### config.mk
export PLATFORM = sky130hd
export DESIGN_NAME = tch_host_if
export DESIGN_NICKNAME = d
export VERILOG_FILES = /design/src/tch_pkg.sv /design/src/tch_host_if.sv /design/src/tch_param_ram.sv /design/src/tch_sched.sv
export VERILOG_INCLUDE_DIRS = /design/src
export SDC_FILE = /design/constraint.sdc
export NUM_CORES = 2
export LEC_CHECK = 0
export BUFFER_PORTS_ARGS = -buffer_cell sky130_fd_sc_hd__buf_4
export CAP_MARGIN = 15
export CORE_MARGIN = 8
export CORE_UTILIZATION = 45
export CTS_BUF_LIST = sky130_fd_sc_hd__clkbuf_8
export DETAILED_ROUTE_END_ITERATION = 8
export MAX_ROUTING_LAYER = met4
export SLEW_MARGIN = 0
export SYNTH_ARGS = -nofsm -noshare
export SYNTH_HDL_FRONTEND = slang
export SYNTH_SLANG_ARGS = --single-unit
### constraint.sdc
create_clock -name mclk_i -period 13.84 [get_ports mclk_i]
set_input_delay 2.768 -clock mclk_i [delete_from_list [all_inputs] [get_ports mclk_i]]
set_output_delay 2.768 -clock mclk_i [all_outputs]
set_load 0.05 [all_outputs]
### src/tch_cfg.svh
// register offsets, field positions, reset values and counts of the coprocessor host interface
// What this block does
// - sixteen channels 0..15, each with its own block of shared parameter storage
// - emulation bit set in either config register blocks host microcode access
// - microengine fetches from exactly one source, built-in rom or dual-port ram
// - instruction space totals 8K, split into selectable 2K banks
// - built-in rom holds 4K as two 2K banks
// - fetch source and active bank come from host-written config fields
// - entry table maps function number to 16 slots of 16 sub-entries
// - host sequence field selects four of the sixteen sub-entries
// - any channel accepts any function number in the four function select registers
// - scheduler serves channels at a rate set by their priority
// - priority zero disables; nonzero enables; rewrite changes level while running
// - irq level is bank select times eight plus level field 0-7
// - finished service returns that channel's host service request field to zero unless a host write to that field lands the same cycle
// - per-channel irq enable; only enabled channels raise requests
// - per-channel irq flag set on channel event, cleared by host
// - host service request code passes to the function uninterpreted
// - each function select register holds four channels; last holds 3,2,1,0
`ifndef TCH_CFG_SVH
`define TCH_CFG_SVH
`define TCH_OFF_MCR 12'h000
`define TCH_OFF_MCR2 12'h004
`define TCH_OFF_ICR 12'h008
`define TCH_OFF_IEN 12'h00c
`define TCH_OFF_IST 12'h010
`define TCH_OFF_CFS0 12'h014
`define TCH_OFF_HSQ0 12'h024
`define TCH_OFF_HSR0 12'h02c
`define TCH_OFF_PRI0 12'h034
`define TCH_OFF_STAT 12'h03c
`define TCH_OFF_UADR 12'h040
`define TCH_OFF_UDAT 12'h044
`define TCH_OFF_PRAM 12'h100
`define TCH_OFF_PRAM_LAST 12'h1fc
`define TCH_MCR_EMU 0
`define TCH_MCR_TB1 2:1
`define TCH_MCR_TB2 4:3
`define TCH_MCR2_EMU 0
`define TCH_MCR2_SRC 1
`define TCH_MCR2_BANK 3:2
`define TCH_ICR_LVL 2:0
`define TCH_ICR_BANK 4:3
`define TCH_RST_MCR 5'h00
`define TCH_RST_MCR2 4'h0
`define TCH_RST_ICR 5'h00
`define TCH_RST_IST 16'h0000
`define TCH_RST_UADR 13'h0000
`define TCH_BANK_SHIFT 11
`define TCH_PRAM_WORDS 64
`define TCH_PHASE_LAST 3'h6
`endif

### src/tch_pkg.sv
// types shared by the coprocessor host interface files
package tch_pkg;
  typedef struct packed {
    logic [3:0] func;
    logic [1:0] hsq;
    logic [1:0] hsr;
    logic [1:0] prio;
    logic irq_en;
  } tch_chan_cfg_t;
  typedef struct packed {
    logic valid;
    logic [3:0] chan;
    logic [3:0] func;
    logic [1:0] hsq;
    logic [1:0] hsr;
    logic [7:0] entry;
  } tch_grant_t;
  typedef struct packed {
    logic src_ram;
    logic [1:0] bank;
    logic [12:0] base;
  } tch_fetch_t;
  typedef enum logic [1:0] {
    TCH_ST_IDLE,
    TCH_ST_PREP,
    TCH_ST_RESP
  } tch_apb_st_t;
endpackage

### src/tch_host_if.sv
// apb register bank between host and timing coprocessor
//
// Local design decisions: the APB register port and the register addresses.
`timescale 1ns/1ps
`include "tch_cfg.svh"
module tch_host_if (
  input wire logic mclk_i,
  input wire logic reset_i,
  input wire logic psel_i,
  input wire logic penable_i,
  input wire logic pwrite_i,
  input wire logic [11:0] paddr_i,
  input wire logic [31:0] pwdata_i,
  output logic [31:0] prdata_o,
  output logic pready_o,
  output logic pslverr_o,
  input wire logic step_i,
  input wire logic svc_done_i,
  input wire logic [3:0] svc_chan_i,
  input wire logic [15:0] chan_irq_i,
  input wire logic [5:0] cp_addr_i,
  input wire logic cp_we_i,
  input wire logic [31:0] cp_wdata_i,
  output logic [31:0] cp_rdata_o,
  input wire logic [31:0] ucode_rdata_i,
  output logic [12:0] ucode_addr_o,
  output logic ucode_we_o,
  output logic [31:0] ucode_wdata_o,
  output tch_pkg::tch_chan_cfg_t [15:0] chan_cfg_o,
  output tch_pkg::tch_grant_t grant_o,
  output tch_pkg::tch_fetch_t fetch_o,
  output logic [1:0] tb1_presc_o,
  output logic [1:0] tb2_presc_o,
  output logic irq_o,
  output logic [4:0] irq_level_o
);
  tch_pkg::tch_apb_st_t st_q, st_d;
  logic pready_d;
  logic pslverr_d;
  logic [31:0] prdata_d;
  logic [4:0] mcr_q, mcr_d;
  logic [3:0] mcr2_q, mcr2_d;
  logic [4:0] icr_q, icr_d;
  logic [15:0] ist_q, ist_d;
  tch_pkg::tch_chan_cfg_t [15:0] cfg_d;
  logic [12:0] uadr_d;
  logic uwe_d;
  logic [31:0] uwd_d;
  tch_pkg::tch_grant_t grant_d;
  tch_pkg::tch_fetch_t fetch_d;
  logic irq_d;
  logic [4:0] lvl_d;
  logic [11:0] a;
  logic emu_blk;
  logic in_pram;
  logic done;
  logic wr_go;
  logic [31:0] rd;
  logic hit;
  logic blk;
  logic [31:0] pram_rd;
  logic [31:0] prio_vec;
  logic sch_valid;
  logic [3:0] sch_chan;

  // word offset n registers above a group base
  function automatic logic [11:0] woff(input logic [11:0] base, input int n);
    return base + 12'(4 * n);
  endfunction

  assign a = {paddr_i[11:2], 2'b00};
  assign emu_blk = mcr_q[`TCH_MCR_EMU] | mcr2_q[`TCH_MCR2_EMU];
  assign in_pram = a >= `TCH_OFF_PRAM && a <= `TCH_OFF_PRAM_LAST;
  assign done = st_q == tch_pkg::TCH_ST_RESP && psel_i && penable_i;
  // refused accesses leave every register untouched
  assign wr_go = done && pwrite_i && !pslverr_o;

  genvar g;
  generate
    for (g = 0; g < 16; g++) begin : g_prio
      assign prio_vec[2*g +: 2] = chan_cfg_o[g].prio;
    end
  endgenerate

  tch_param_ram u_pram (
    .mclk_i(mclk_i),
    .reset_i(reset_i),
    .a_addr_i(a[7:2]),
    .a_we_i(wr_go && in_pram),
    .a_wdata_i(pwdata_i),
    .a_rdata_o(pram_rd),
    .b_addr_i(cp_addr_i),
    .b_we_i(cp_we_i),
    .b_wdata_i(cp_wdata_i),
    .b_rdata_o(cp_rdata_o)
  );

  tch_sched u_sched (
    .mclk_i(mclk_i),
    .reset_i(reset_i),
    .prio_i(prio_vec),
    .step_i(step_i),
    .grant_valid_o(sch_valid),
    .grant_chan_o(sch_chan)
  );

  // read decode
  always_comb begin
    rd = 32'h0;
    hit = 1'b1;
    blk = 1'b0;
    if (a == `TCH_OFF_MCR) begin
      rd[4:0] = mcr_q;
    end else if (a == `TCH_OFF_MCR2) begin
      rd[3:0] = mcr2_q;
    end else if (a == `TCH_OFF_ICR) begin
      rd[4:0] = icr_q;
      rd[12:8] = irq_level_o;
    end else if (a == `TCH_OFF_IEN) begin
      for (int c = 0; c < 16; c++) rd[c] = chan_cfg_o[c].irq_en;
    end else if (a == `TCH_OFF_IST) begin
      rd[15:0] = ist_q;
    end else if (a >= `TCH_OFF_CFS0 && a <= woff(`TCH_OFF_CFS0, 3)) begin
      for (int c = 0; c < 16; c++) begin
        if (a == woff(`TCH_OFF_CFS0, 3 - c / 4)) rd[4*(c%4) +: 4] = chan_cfg_o[c].func;
      end
    end else if (a >= `TCH_OFF_HSQ0 && a <= woff(`TCH_OFF_PRI0, 1)) begin
      for (int c = 0; c < 16; c++) begin
        if (a == woff(`TCH_OFF_HSQ0, 1 - c / 8)) rd[2*(c%8) +: 2] = chan_cfg_o[c].hsq;
        if (a == woff(`TCH_OFF_HSR0, 1 - c / 8)) rd[2*(c%8) +: 2] = chan_cfg_o[c].hsr;
        if (a == woff(`TCH_OFF_PRI0, 1 - c / 8)) rd[2*(c%8) +: 2] = chan_cfg_o[c].prio;
      end
    end else if (a == `TCH_OFF_STAT) begin
      rd = {24'h0, irq_o, emu_blk, fetch_o.src_ram, grant_o.valid, grant_o.chan};
    end else if (a == `TCH_OFF_UADR) begin
      rd[12:0] = ucode_addr_o;
    end else if (a == `TCH_OFF_UDAT) begin
      rd = ucode_rdata_i;
      blk = emu_blk;
    end else if (in_pram) begin
      rd = pram_rd;
    end else begin
      hit = 1'b0;
    end
  end

  // apb handshake: setup, one prepare cycle, then pready until taken
  always_comb begin
    st_d = st_q;
    pready_d = pready_o;
    pslverr_d = pslverr_o;
    prdata_d = prdata_o;
    case (st_q)
      tch_pkg::TCH_ST_IDLE: begin
        if (psel_i && !penable_i) st_d = tch_pkg::TCH_ST_PREP;
      end
      tch_pkg::TCH_ST_PREP: begin
        st_d = tch_pkg::TCH_ST_RESP;
        pready_d = 1'b1;
        pslverr_d = !hit || blk;
        prdata_d = (pwrite_i || !hit || blk) ? 32'h0 : rd;
      end
      tch_pkg::TCH_ST_RESP: begin
        if (psel_i && penable_i) begin
          st_d = tch_pkg::TCH_ST_IDLE;
          pready_d = 1'b0;
          pslverr_d = 1'b0;
        end
      end
      default: st_d = tch_pkg::TCH_ST_IDLE;
    endcase
  end

  // register writes and hardware updates
  always_comb begin
    mcr_d = mcr_q;
    mcr2_d = mcr2_q;
    icr_d = icr_q;
    cfg_d = chan_cfg_o;
    uadr_d = ucode_addr_o;
    uwe_d = 1'b0;
    uwd_d = ucode_wdata_o;
    for (int c = 0; c < 16; c++) begin
      if (svc_done_i && svc_chan_i == 4'(c)) cfg_d[c].hsr = 2'h0;
    end
    ist_d = ist_q;
    if (wr_go) begin
      if (a == `TCH_OFF_MCR) begin
        mcr_d = pwdata_i[4:0];
      end else if (a == `TCH_OFF_MCR2) begin
        mcr2_d = pwdata_i[3:0];
      end else if (a == `TCH_OFF_ICR) begin
        icr_d = pwdata_i[4:0];
      end else if (a == `TCH_OFF_IEN) begin
        for (int c = 0; c < 16; c++) cfg_d[c].irq_en = pwdata_i[c];
      end else if (a == `TCH_OFF_IST) begin
        ist_d = ist_q & ~pwdata_i[15:0];
      end else if (a == `TCH_OFF_UADR) begin
        uadr_d = pwdata_i[12:0];
      end else if (a == `TCH_OFF_UDAT) begin
        uwe_d = 1'b1;
        uwd_d = pwdata_i;
        uadr_d = ucode_addr_o + 13'h1;
      end else begin
        for (int c = 0; c < 16; c++) begin
          if (a == woff(`TCH_OFF_CFS0, 3 - c / 4)) begin
            cfg_d[c].func = pwdata_i[4*(c%4) +: 4];
          end
          if (a == woff(`TCH_OFF_HSQ0, 1 - c / 8)) begin
            cfg_d[c].hsq = pwdata_i[2*(c%8) +: 2];
          end
          if (a == woff(`TCH_OFF_HSR0, 1 - c / 8)) begin
            cfg_d[c].hsr = pwdata_i[2*(c%8) +: 2];
          end
          if (a == woff(`TCH_OFF_PRI0, 1 - c / 8)) begin
            cfg_d[c].prio = pwdata_i[2*(c%8) +: 2];
          end
        end
      end
    end
    // a read of the data port also steps the address
    if (done && !pwrite_i && !pslverr_o && a == `TCH_OFF_UDAT) uadr_d = ucode_addr_o + 13'h1;
    // channel event sets its flag; set beats a same-cycle host clear
    ist_d = ist_d | chan_irq_i;
  end

  // derived outputs toward the microengine and interrupt controller
  always_comb begin
    fetch_d.src_ram = mcr2_q[`TCH_MCR2_SRC];
    // rom holds only two banks, so the upper bank bit is dropped there
    fetch_d.bank = mcr2_q[`TCH_MCR2_SRC] ? mcr2_q[`TCH_MCR2_BANK] :
                   {1'b0, mcr2_q[2]};
    fetch_d.base = 13'({fetch_d.bank, 11'h000});
    irq_d = |(ist_q & {chan_cfg_o[15].irq_en, chan_cfg_o[14].irq_en, chan_cfg_o[13].irq_en,
                       chan_cfg_o[12].irq_en, chan_cfg_o[11].irq_en, chan_cfg_o[10].irq_en,
                       chan_cfg_o[9].irq_en, chan_cfg_o[8].irq_en, chan_cfg_o[7].irq_en,
                       chan_cfg_o[6].irq_en, chan_cfg_o[5].irq_en, chan_cfg_o[4].irq_en,
                       chan_cfg_o[3].irq_en, chan_cfg_o[2].irq_en, chan_cfg_o[1].irq_en,
                       chan_cfg_o[0].irq_en});
    lvl_d = {icr_q[`TCH_ICR_BANK], icr_q[`TCH_ICR_LVL]};
    grant_d.valid = sch_valid;
    grant_d.chan = sch_chan;
    grant_d.func = chan_cfg_o[sch_chan].func;
    grant_d.hsq = chan_cfg_o[sch_chan].hsq;
    grant_d.hsr = chan_cfg_o[sch_chan].hsr;
    grant_d.entry = {chan_cfg_o[sch_chan].func, 2'b00, chan_cfg_o[sch_chan].hsq};
  end

  always_ff @(posedge mclk_i or posedge reset_i) begin
    if (reset_i) begin
      st_q <= tch_pkg::TCH_ST_IDLE;
      pready_o <= 1'b0;
      pslverr_o <= 1'b0;
      prdata_o <= 32'h0;
    end else begin
      st_q <= st_d;
      pready_o <= pready_d;
      pslverr_o <= pslverr_d;
      prdata_o <= prdata_d;
    end
  end

  always_ff @(posedge mclk_i or posedge reset_i) begin
    if (reset_i) begin
      mcr_q <= `TCH_RST_MCR;
      mcr2_q <= `TCH_RST_MCR2;
      icr_q <= `TCH_RST_ICR;
      ist_q <= `TCH_RST_IST;
      chan_cfg_o <= '0;
      ucode_addr_o <= `TCH_RST_UADR;
      ucode_we_o <= 1'b0;
      ucode_wdata_o <= 32'h0;
    end else begin
      mcr_q <= mcr_d;
      mcr2_q <= mcr2_d;
      icr_q <= icr_d;
      ist_q <= ist_d;
      chan_cfg_o <= cfg_d;
      ucode_addr_o <= uadr_d;
      ucode_we_o <= uwe_d;
      ucode_wdata_o <= uwd_d;
    end
  end

  always_ff @(posedge mclk_i or posedge reset_i) begin
    if (reset_i) begin
      fetch_o <= '0;
      irq_o <= 1'b0;
      irq_level_o <= 5'h00;
      grant_o <= '0;
      tb1_presc_o <= 2'h0;
      tb2_presc_o <= 2'h0;
    end else begin
      fetch_o <= fetch_d;
      irq_o <= irq_d;
      irq_level_o <= lvl_d;
      grant_o <= grant_d;
      tb1_presc_o <= mcr_q[`TCH_MCR_TB1];
      tb2_presc_o <= mcr_q[`TCH_MCR_TB2];
    end
  end
endmodule

### src/tch_param_ram.sv
// two-port parameter storage, 16 channels of four words, registered reads
`timescale 1ns/1ps
`include "tch_cfg.svh"
module tch_param_ram (
  input wire logic mclk_i,
  input wire logic reset_i,
  input wire logic [5:0] a_addr_i,
  input wire logic a_we_i,
  input wire logic [31:0] a_wdata_i,
  output logic [31:0] a_rdata_o,
  input wire logic [5:0] b_addr_i,
  input wire logic b_we_i,
  input wire logic [31:0] b_wdata_i,
  output logic [31:0] b_rdata_o
);
  logic [31:0] mem_q [`TCH_PRAM_WORDS];

  // same-word collision: the coprocessor port wins
  always_ff @(posedge mclk_i) begin
    if (a_we_i && !(b_we_i && b_addr_i == a_addr_i)) begin
      mem_q[a_addr_i] <= a_wdata_i;
    end
    if (b_we_i) begin
      mem_q[b_addr_i] <= b_wdata_i;
    end
  end

  always_ff @(posedge mclk_i or posedge reset_i) begin
    if (reset_i) begin
      a_rdata_o <= 32'h0;
      b_rdata_o <= 32'h0;
    end else begin
      a_rdata_o <= mem_q[a_addr_i];
      b_rdata_o <= mem_q[b_addr_i];
    end
  end
endmodule

### src/tch_sched.sv
// weighted round-robin channel scheduler driven by channel priorities
`timescale 1ns/1ps
`include "tch_cfg.svh"
module tch_sched (
  input wire logic mclk_i,
  input wire logic reset_i,
  input wire logic [31:0] prio_i,
  input wire logic step_i,
  output logic grant_valid_o,
  output logic [3:0] grant_chan_o
);
  logic [15:0] en_mask;
  logic [15:0] cls_mask;
  logic [1:0] cls;
  logic [2:0] phase_q, phase_d;
  logic [3:0] ptr_q, ptr_d;
  logic valid_d;
  logic [3:0] chan_d;
  logic [4:0] pick_c;
  logic [4:0] pick_a;

  // {found, index} of first set bit at or after start, wrapping
  function automatic logic [4:0] rr_pick(input logic [15:0] m, input logic [3:0] start);
    logic [4:0] r;
    logic [3:0] idx;
    r = 5'h00;
    for (int k = 15; k >= 0; k--) begin
      idx = start + 4'(k);
      if (m[idx]) r = {1'b1, idx};
    end
    return r;
  endfunction

  genvar g;
  generate
    for (g = 0; g < 16; g++) begin : g_mask
      assign en_mask[g] = prio_i[2*g +: 2] != 2'h0;
      assign cls_mask[g] = prio_i[2*g +: 2] == cls;
    end
  endgenerate

  // high class gets 4 of 7 slots, middle 2, low 1; idle slots fall to any enabled
  always_comb begin
    case (phase_q)
      3'h1, 3'h5: cls = 2'h2;
      3'h3: cls = 2'h1;
      default: cls = 2'h3;
    endcase
    pick_c = rr_pick(cls_mask, ptr_q);
    pick_a = rr_pick(en_mask, ptr_q);
    phase_d = phase_q;
    ptr_d = ptr_q;
    valid_d = 1'b0;
    chan_d = grant_chan_o;
    if (step_i) begin
      phase_d = (phase_q == `TCH_PHASE_LAST) ? 3'h0 : phase_q + 3'h1;
      if (pick_c[4]) begin
        valid_d = 1'b1;
        chan_d = pick_c[3:0];
      end else if (pick_a[4]) begin
        valid_d = 1'b1;
        chan_d = pick_a[3:0];
      end
      if (valid_d) ptr_d = chan_d + 4'h1;
    end
  end

  always_ff @(posedge mclk_i or posedge reset_i) begin
    if (reset_i) begin
      phase_q <= 3'h0;
      ptr_q <= 4'h0;
      grant_valid_o <= 1'b0;
      grant_chan_o <= 4'h0;
    end else begin
      phase_q <= phase_d;
      ptr_q <= ptr_d;
      grant_valid_o <= valid_d;
      grant_chan_o <= chan_d;
    end
  end
endmodule

Yosys cells after proc, flatten, opt, wreduce, memory -nomap -nowiden
Memories as Yosys holds them, arrays and structs flattened. A register that Yosys moved wholly into a read port is not among the register bits.
Index checks and enable logic that the tools add are counted.
- flip-flop bits (word level): 332
- memory bits (writable): 2048
- output and inout port bits: 335
- memories: 1
- add/subtract/negate cells: 18
- order comparisons: 23
- eq/ne operators: 62
- mux-type cells: 426
- bitwise logic cells: 12
- reductions and logical operators: 80
- memory list (memory ; depth ; bits a word ; rd ports ; clocked after Yosys merged registers in ; wr ports ; RTL line ; source):
    u_pram.mem_q ; 64 ; 32 ; 2 ; 2 ; 2 ; tch_param_ram.sv:16 ; logic [31:0] mem_q [`TCH_PRAM_WORDS];
- operators by type and width (cell ; number):
    2-to-1 mux 170 bit ; 4
    2-to-1 mux 32 bit ; 20
    2-to-1 mux 10 bit ; 60
    2-to-1 mux 2 bit ; 114
    2-to-1 mux 16 bit ; 14
    2-to-1 mux 5 bit ; 35
    2-to-1 mux 4 bit ; 39
    2-to-1 mux 13 bit ; 10
    binary-select mux 1 bit (select 4 bit) ; 32
    2-to-1 mux 1 bit ; 86
    < comparator 4 x 5 -> 1 bit, second input constant ; 17
    == test 10 x 4 -> 1 bit, second input constant ; 8
    AND reduction 9 bit ; 8
    binary-select mux 11 bit (select 4 bit) ; 1
    == test 10 x 3 -> 1 bit, second input constant ; 4
    2-to-1 mux 19 bit ; 2
    nonzero test 2 bit ; 18
    adder 4 bit, second input constant ; 8
    bitwise AND 16 bit ; 2
    == test 2 bit ; 16
    == test 4 bit, second input constant ; 8
    logical AND 1 bit ; 31
    2-to-1 mux 28 bit ; 1
    2-to-1 mux 27 bit ; 1
    other kinds (47) ; 82

Depth between registers and ports, before layout
- word-level depth: 30
- mapped depth: 22

By module
Synthesis repeated with hierarchy kept, for this count alone.
- cell total of the unflattened synthesis: 11804
- area total of the unflattened synthesis: 145791.1 um2
- modules (own cells, without submodules) (module ; instances ; cells each ; area an instance (um2) ; sequential area each (um2)):
    tch_param_ram ; 1 ; 9517 ; 123100.6 ; 63100.5
    tch_host_if ; 1 ; 1422 ; 16102.9 ; 7857.5
    tch_sched ; 1 ; 865 ; 6587.6 ; 300.3

Least setup slack after synthesis
OpenSTA, ideal clock, no wires.
- kind: input -> register
- start point: input paddr_i[2]
- end point: memory u_pram.mem_q[0][0], enable pin
- setup time: 0.511 ns
- arrival: 8.633 ns
- slack: 4.696 ns
- cell stages on the path: 12
- cells stage by stage: clkbuf_1 -> clkbuf_1 -> clkbuf_1 -> buf_1 -> buf_1 -> xor2_1 -> nor4_1 -> nor2_1 -> nand2_1 -> nor2_1 -> nand2_1 -> o41ai_1
- RTL lines (element ; RTL line ; source):
    start: declaration ; tch_host_if.sv:12 ; input wire logic [11:0] paddr_i,
    end: declaration ; tch_param_ram.sv:16 ;

==> metrics.yaml <==
crit_required_ns: 14.84
antenna_left: 0
maxSlewHeadroom_pct: 6.79
timing.fmax_ghz: 0.140
final_common_cell: "mux2_2"
clk_pin_slew_ns: 0.06
ys_seq_elements: 2438
coreArea_mm2: 0.305
ctsHoldBuffers: 0
via_per_inst: 7.58
post-route-min-period_ns: 7.13
die_w_um: 569
post_cts_resize_count: 0
wl_met1_mm: 221
finalPower_mw: 18.9
setup_viol: 0
clk_latency_ns: 1.18
cts_buffers: 430
synth_area_leader_cell: "edfxtp_1"
syn_to_final_growth_pct: 11.7
die_h_um: 569
ys.flop_type: "edfxtp_1"
violations: "design-rule violations"
floorplan.rows: 203
startpoint_type: "input port"
final_area_mm2: 0.154
p_leak_nw: 52.0
route.met2.wl_mm: 271
critical_path_arrival_ns: 8.13
cts.sinks: 2438
dp_cells: 13215
first_pass_iters: 9
met3_length_mm: 95.0
dpl.hpwl_mm: 370
die_area_mm2: 0.324
path_class: "input port to flip-flop"
grt_use_total_pct: 38.9
port_buffers: 461
post-route-util_pct: 50.4
crit_fanout: 70
synthDominantCellAreaShare_pct: 44.6
gp_congestion: 0.969
clockRootBuffer: "clkbuf_8"
status: "finished with violations"
top_layer_used: "met4"
postCtsSetupBuffers: 0
synthArstFlopShare_pct: 16.0
wirelength_mm: 639
place_ws_ns: 5.55
antenna_found_initial: 41
grt_pass1_vias: 102491
htree_levels: 5
hold_end: "grant_o[20]"
min_period_over_period_pct: 51.5
wl_per_cell_um: 45.5
worst_slack_ns: 6.71
r2r-start: "u_sched.phase_q[1]"
final_max_slew_viol_count: 0
yosysUniqueCellTypes: 91
regToRegSetupSlack_ns: 7.65
cts_buffer_depth: 4
skew_ns: 0.146
cts_tree: "done"
reg2reg_to: "u_sched.ptr_q[1]"
finalHoldViolCount: 0
most-common-layout-cells: "mux2_2, edfxtp_1, mux4_2, buf_4, a22oi_1"
drc: 39
whs_ns: 0.351
cp-end-kind: "flip-flop"
grt_first_pass_wirelength_mm: 860
num_vias: 106525
syn_area_mm2: 0.138
cap_violations: 0
synth-edff-count: 2048
nets: 9702
post_dp_cell_area_mm2: 0.146
grt_overflow: 0
grt_max_degree: 121
rsz0062_at_grt: "false"
hold_class: "flip-flop to flip-flop"
hold_depth: 0
synth_cells: 9581
syn_avg_cell_area_um2: 14.4
drive_gt1_share_pct: 46.0
peakVddDrop_mv: 0.185
drtIter0Drc: 20980
seq_area_frac_synth_pct: 51.7
ys.warnings.count: 0
worstMarginPinSlew_ns: 1.40
setup-tns-final_ns: 0
finalNonFillerCells: 14060
design.portCount: 477
initial_utilization_pct: 45.1
power_density_mw_per_mm2: 123
min-delay-start: "u_sched.grant_valid_o"
r2r_cells: 17
synth_area_leaders: "edfxtp_1, mux2_2, mux4_2"
registers in the layout, summed over array words and instances (netlist names), 3 cells and up:
| register | flops |
|---|---|
| grant_o | 13 |
| ist_q | 16 |
| icr_q | 5 |
| ucode_wdata_o | 32 |
| mcr2_q | 4 |
| u_pram.b_rdata_o | 32 |
| u_pram.mem_q | 2048 |
| irq_level_o | 5 |
| u_sched.ptr_q | 4 |
| fetch_o | 3 |
| ucode_addr_o | 13 |
| chan_cfg_o | 176 |
| mcr_q | 5 |
| u_sched.grant_chan_o | 4 |
| u_sched.phase_q | 3 |
| u_pram.a_rdata_o | 32 |
| prdata_o | 32 |
area by class of cell:
class	count	area, µm²
inverters	30	120
clock inverters	337	1740
fillers	26054	151000
repair buffers	775	6060
multi-input cells	5875	63200
clock buffers	456	6280
diodes	49	123
flip-flops and latches	2438	71300
well taps	4100	5130
worst max-delay path: stages:
cell and delay [ns]:
buf_8 0.42, buf_12 0.58, buf_4 0.94, buf_4 0.72
buf_4 0.77, mux4_2 0.62, mux4_2 0.57, mux4_2 0.48
power breakdown:
part / switching [mW] / internal, mW
Clock: 3.32 / 3.21
Combinational: 2.62 / 1.57
Sequential: 0.130 / 8.08
Total: 6.08 / 12.9
cell families after synthesis:
group           after synthesis  share of synthesized area (%)
compound gates             1873                           10.1
xor+xnor                     40                          0.254
fa+ha+maj                    10                         0.0908
buf+inv                    1280                           3.58
flops                      2438                           51.7
mux                        3062                           31.2
other cells                   1                        0.00272
simple gates                877                           3.02
per-layer routing:
metal	track usage, %	vias up
met2	54.9	10466
met3	13.8	2602
met1	47.0	54298
met4	25.8	0
li1	-	39159
met5	-	-
cell usage after synthesis, types with 187 or more instances:
library cell  number
a221oi_1         253
a22o_1           244
a22oi_1          623
a31oi_1          235
buf_1            187
clkbuf_1        1032
dfrtp_1          390
edfxtp_1        2048
mux2_2          2249
mux4_2           766
nand2_1          308
nor2_1           191
worst max path at each step:
stage                           endpoint        from  depth (start not counted)
floorplan                  chan_cfg_o[0]     reset_i                          1
finish              u_pram.a_rdata_o[27]  paddr_i[2]                          8
global placement    u_pram.a_rdata_o[27]  paddr_i[2]                          8
detailed placement  u_pram.a_rdata_o[27]  paddr_i[2]                          8
global route        u_pram.a_rdata_o[27]  paddr_i[2]                          8
CTS                 u_pram.a_rdata_o[27]  paddr_i[2]                          8
Power figures use the tool's default switching activity.
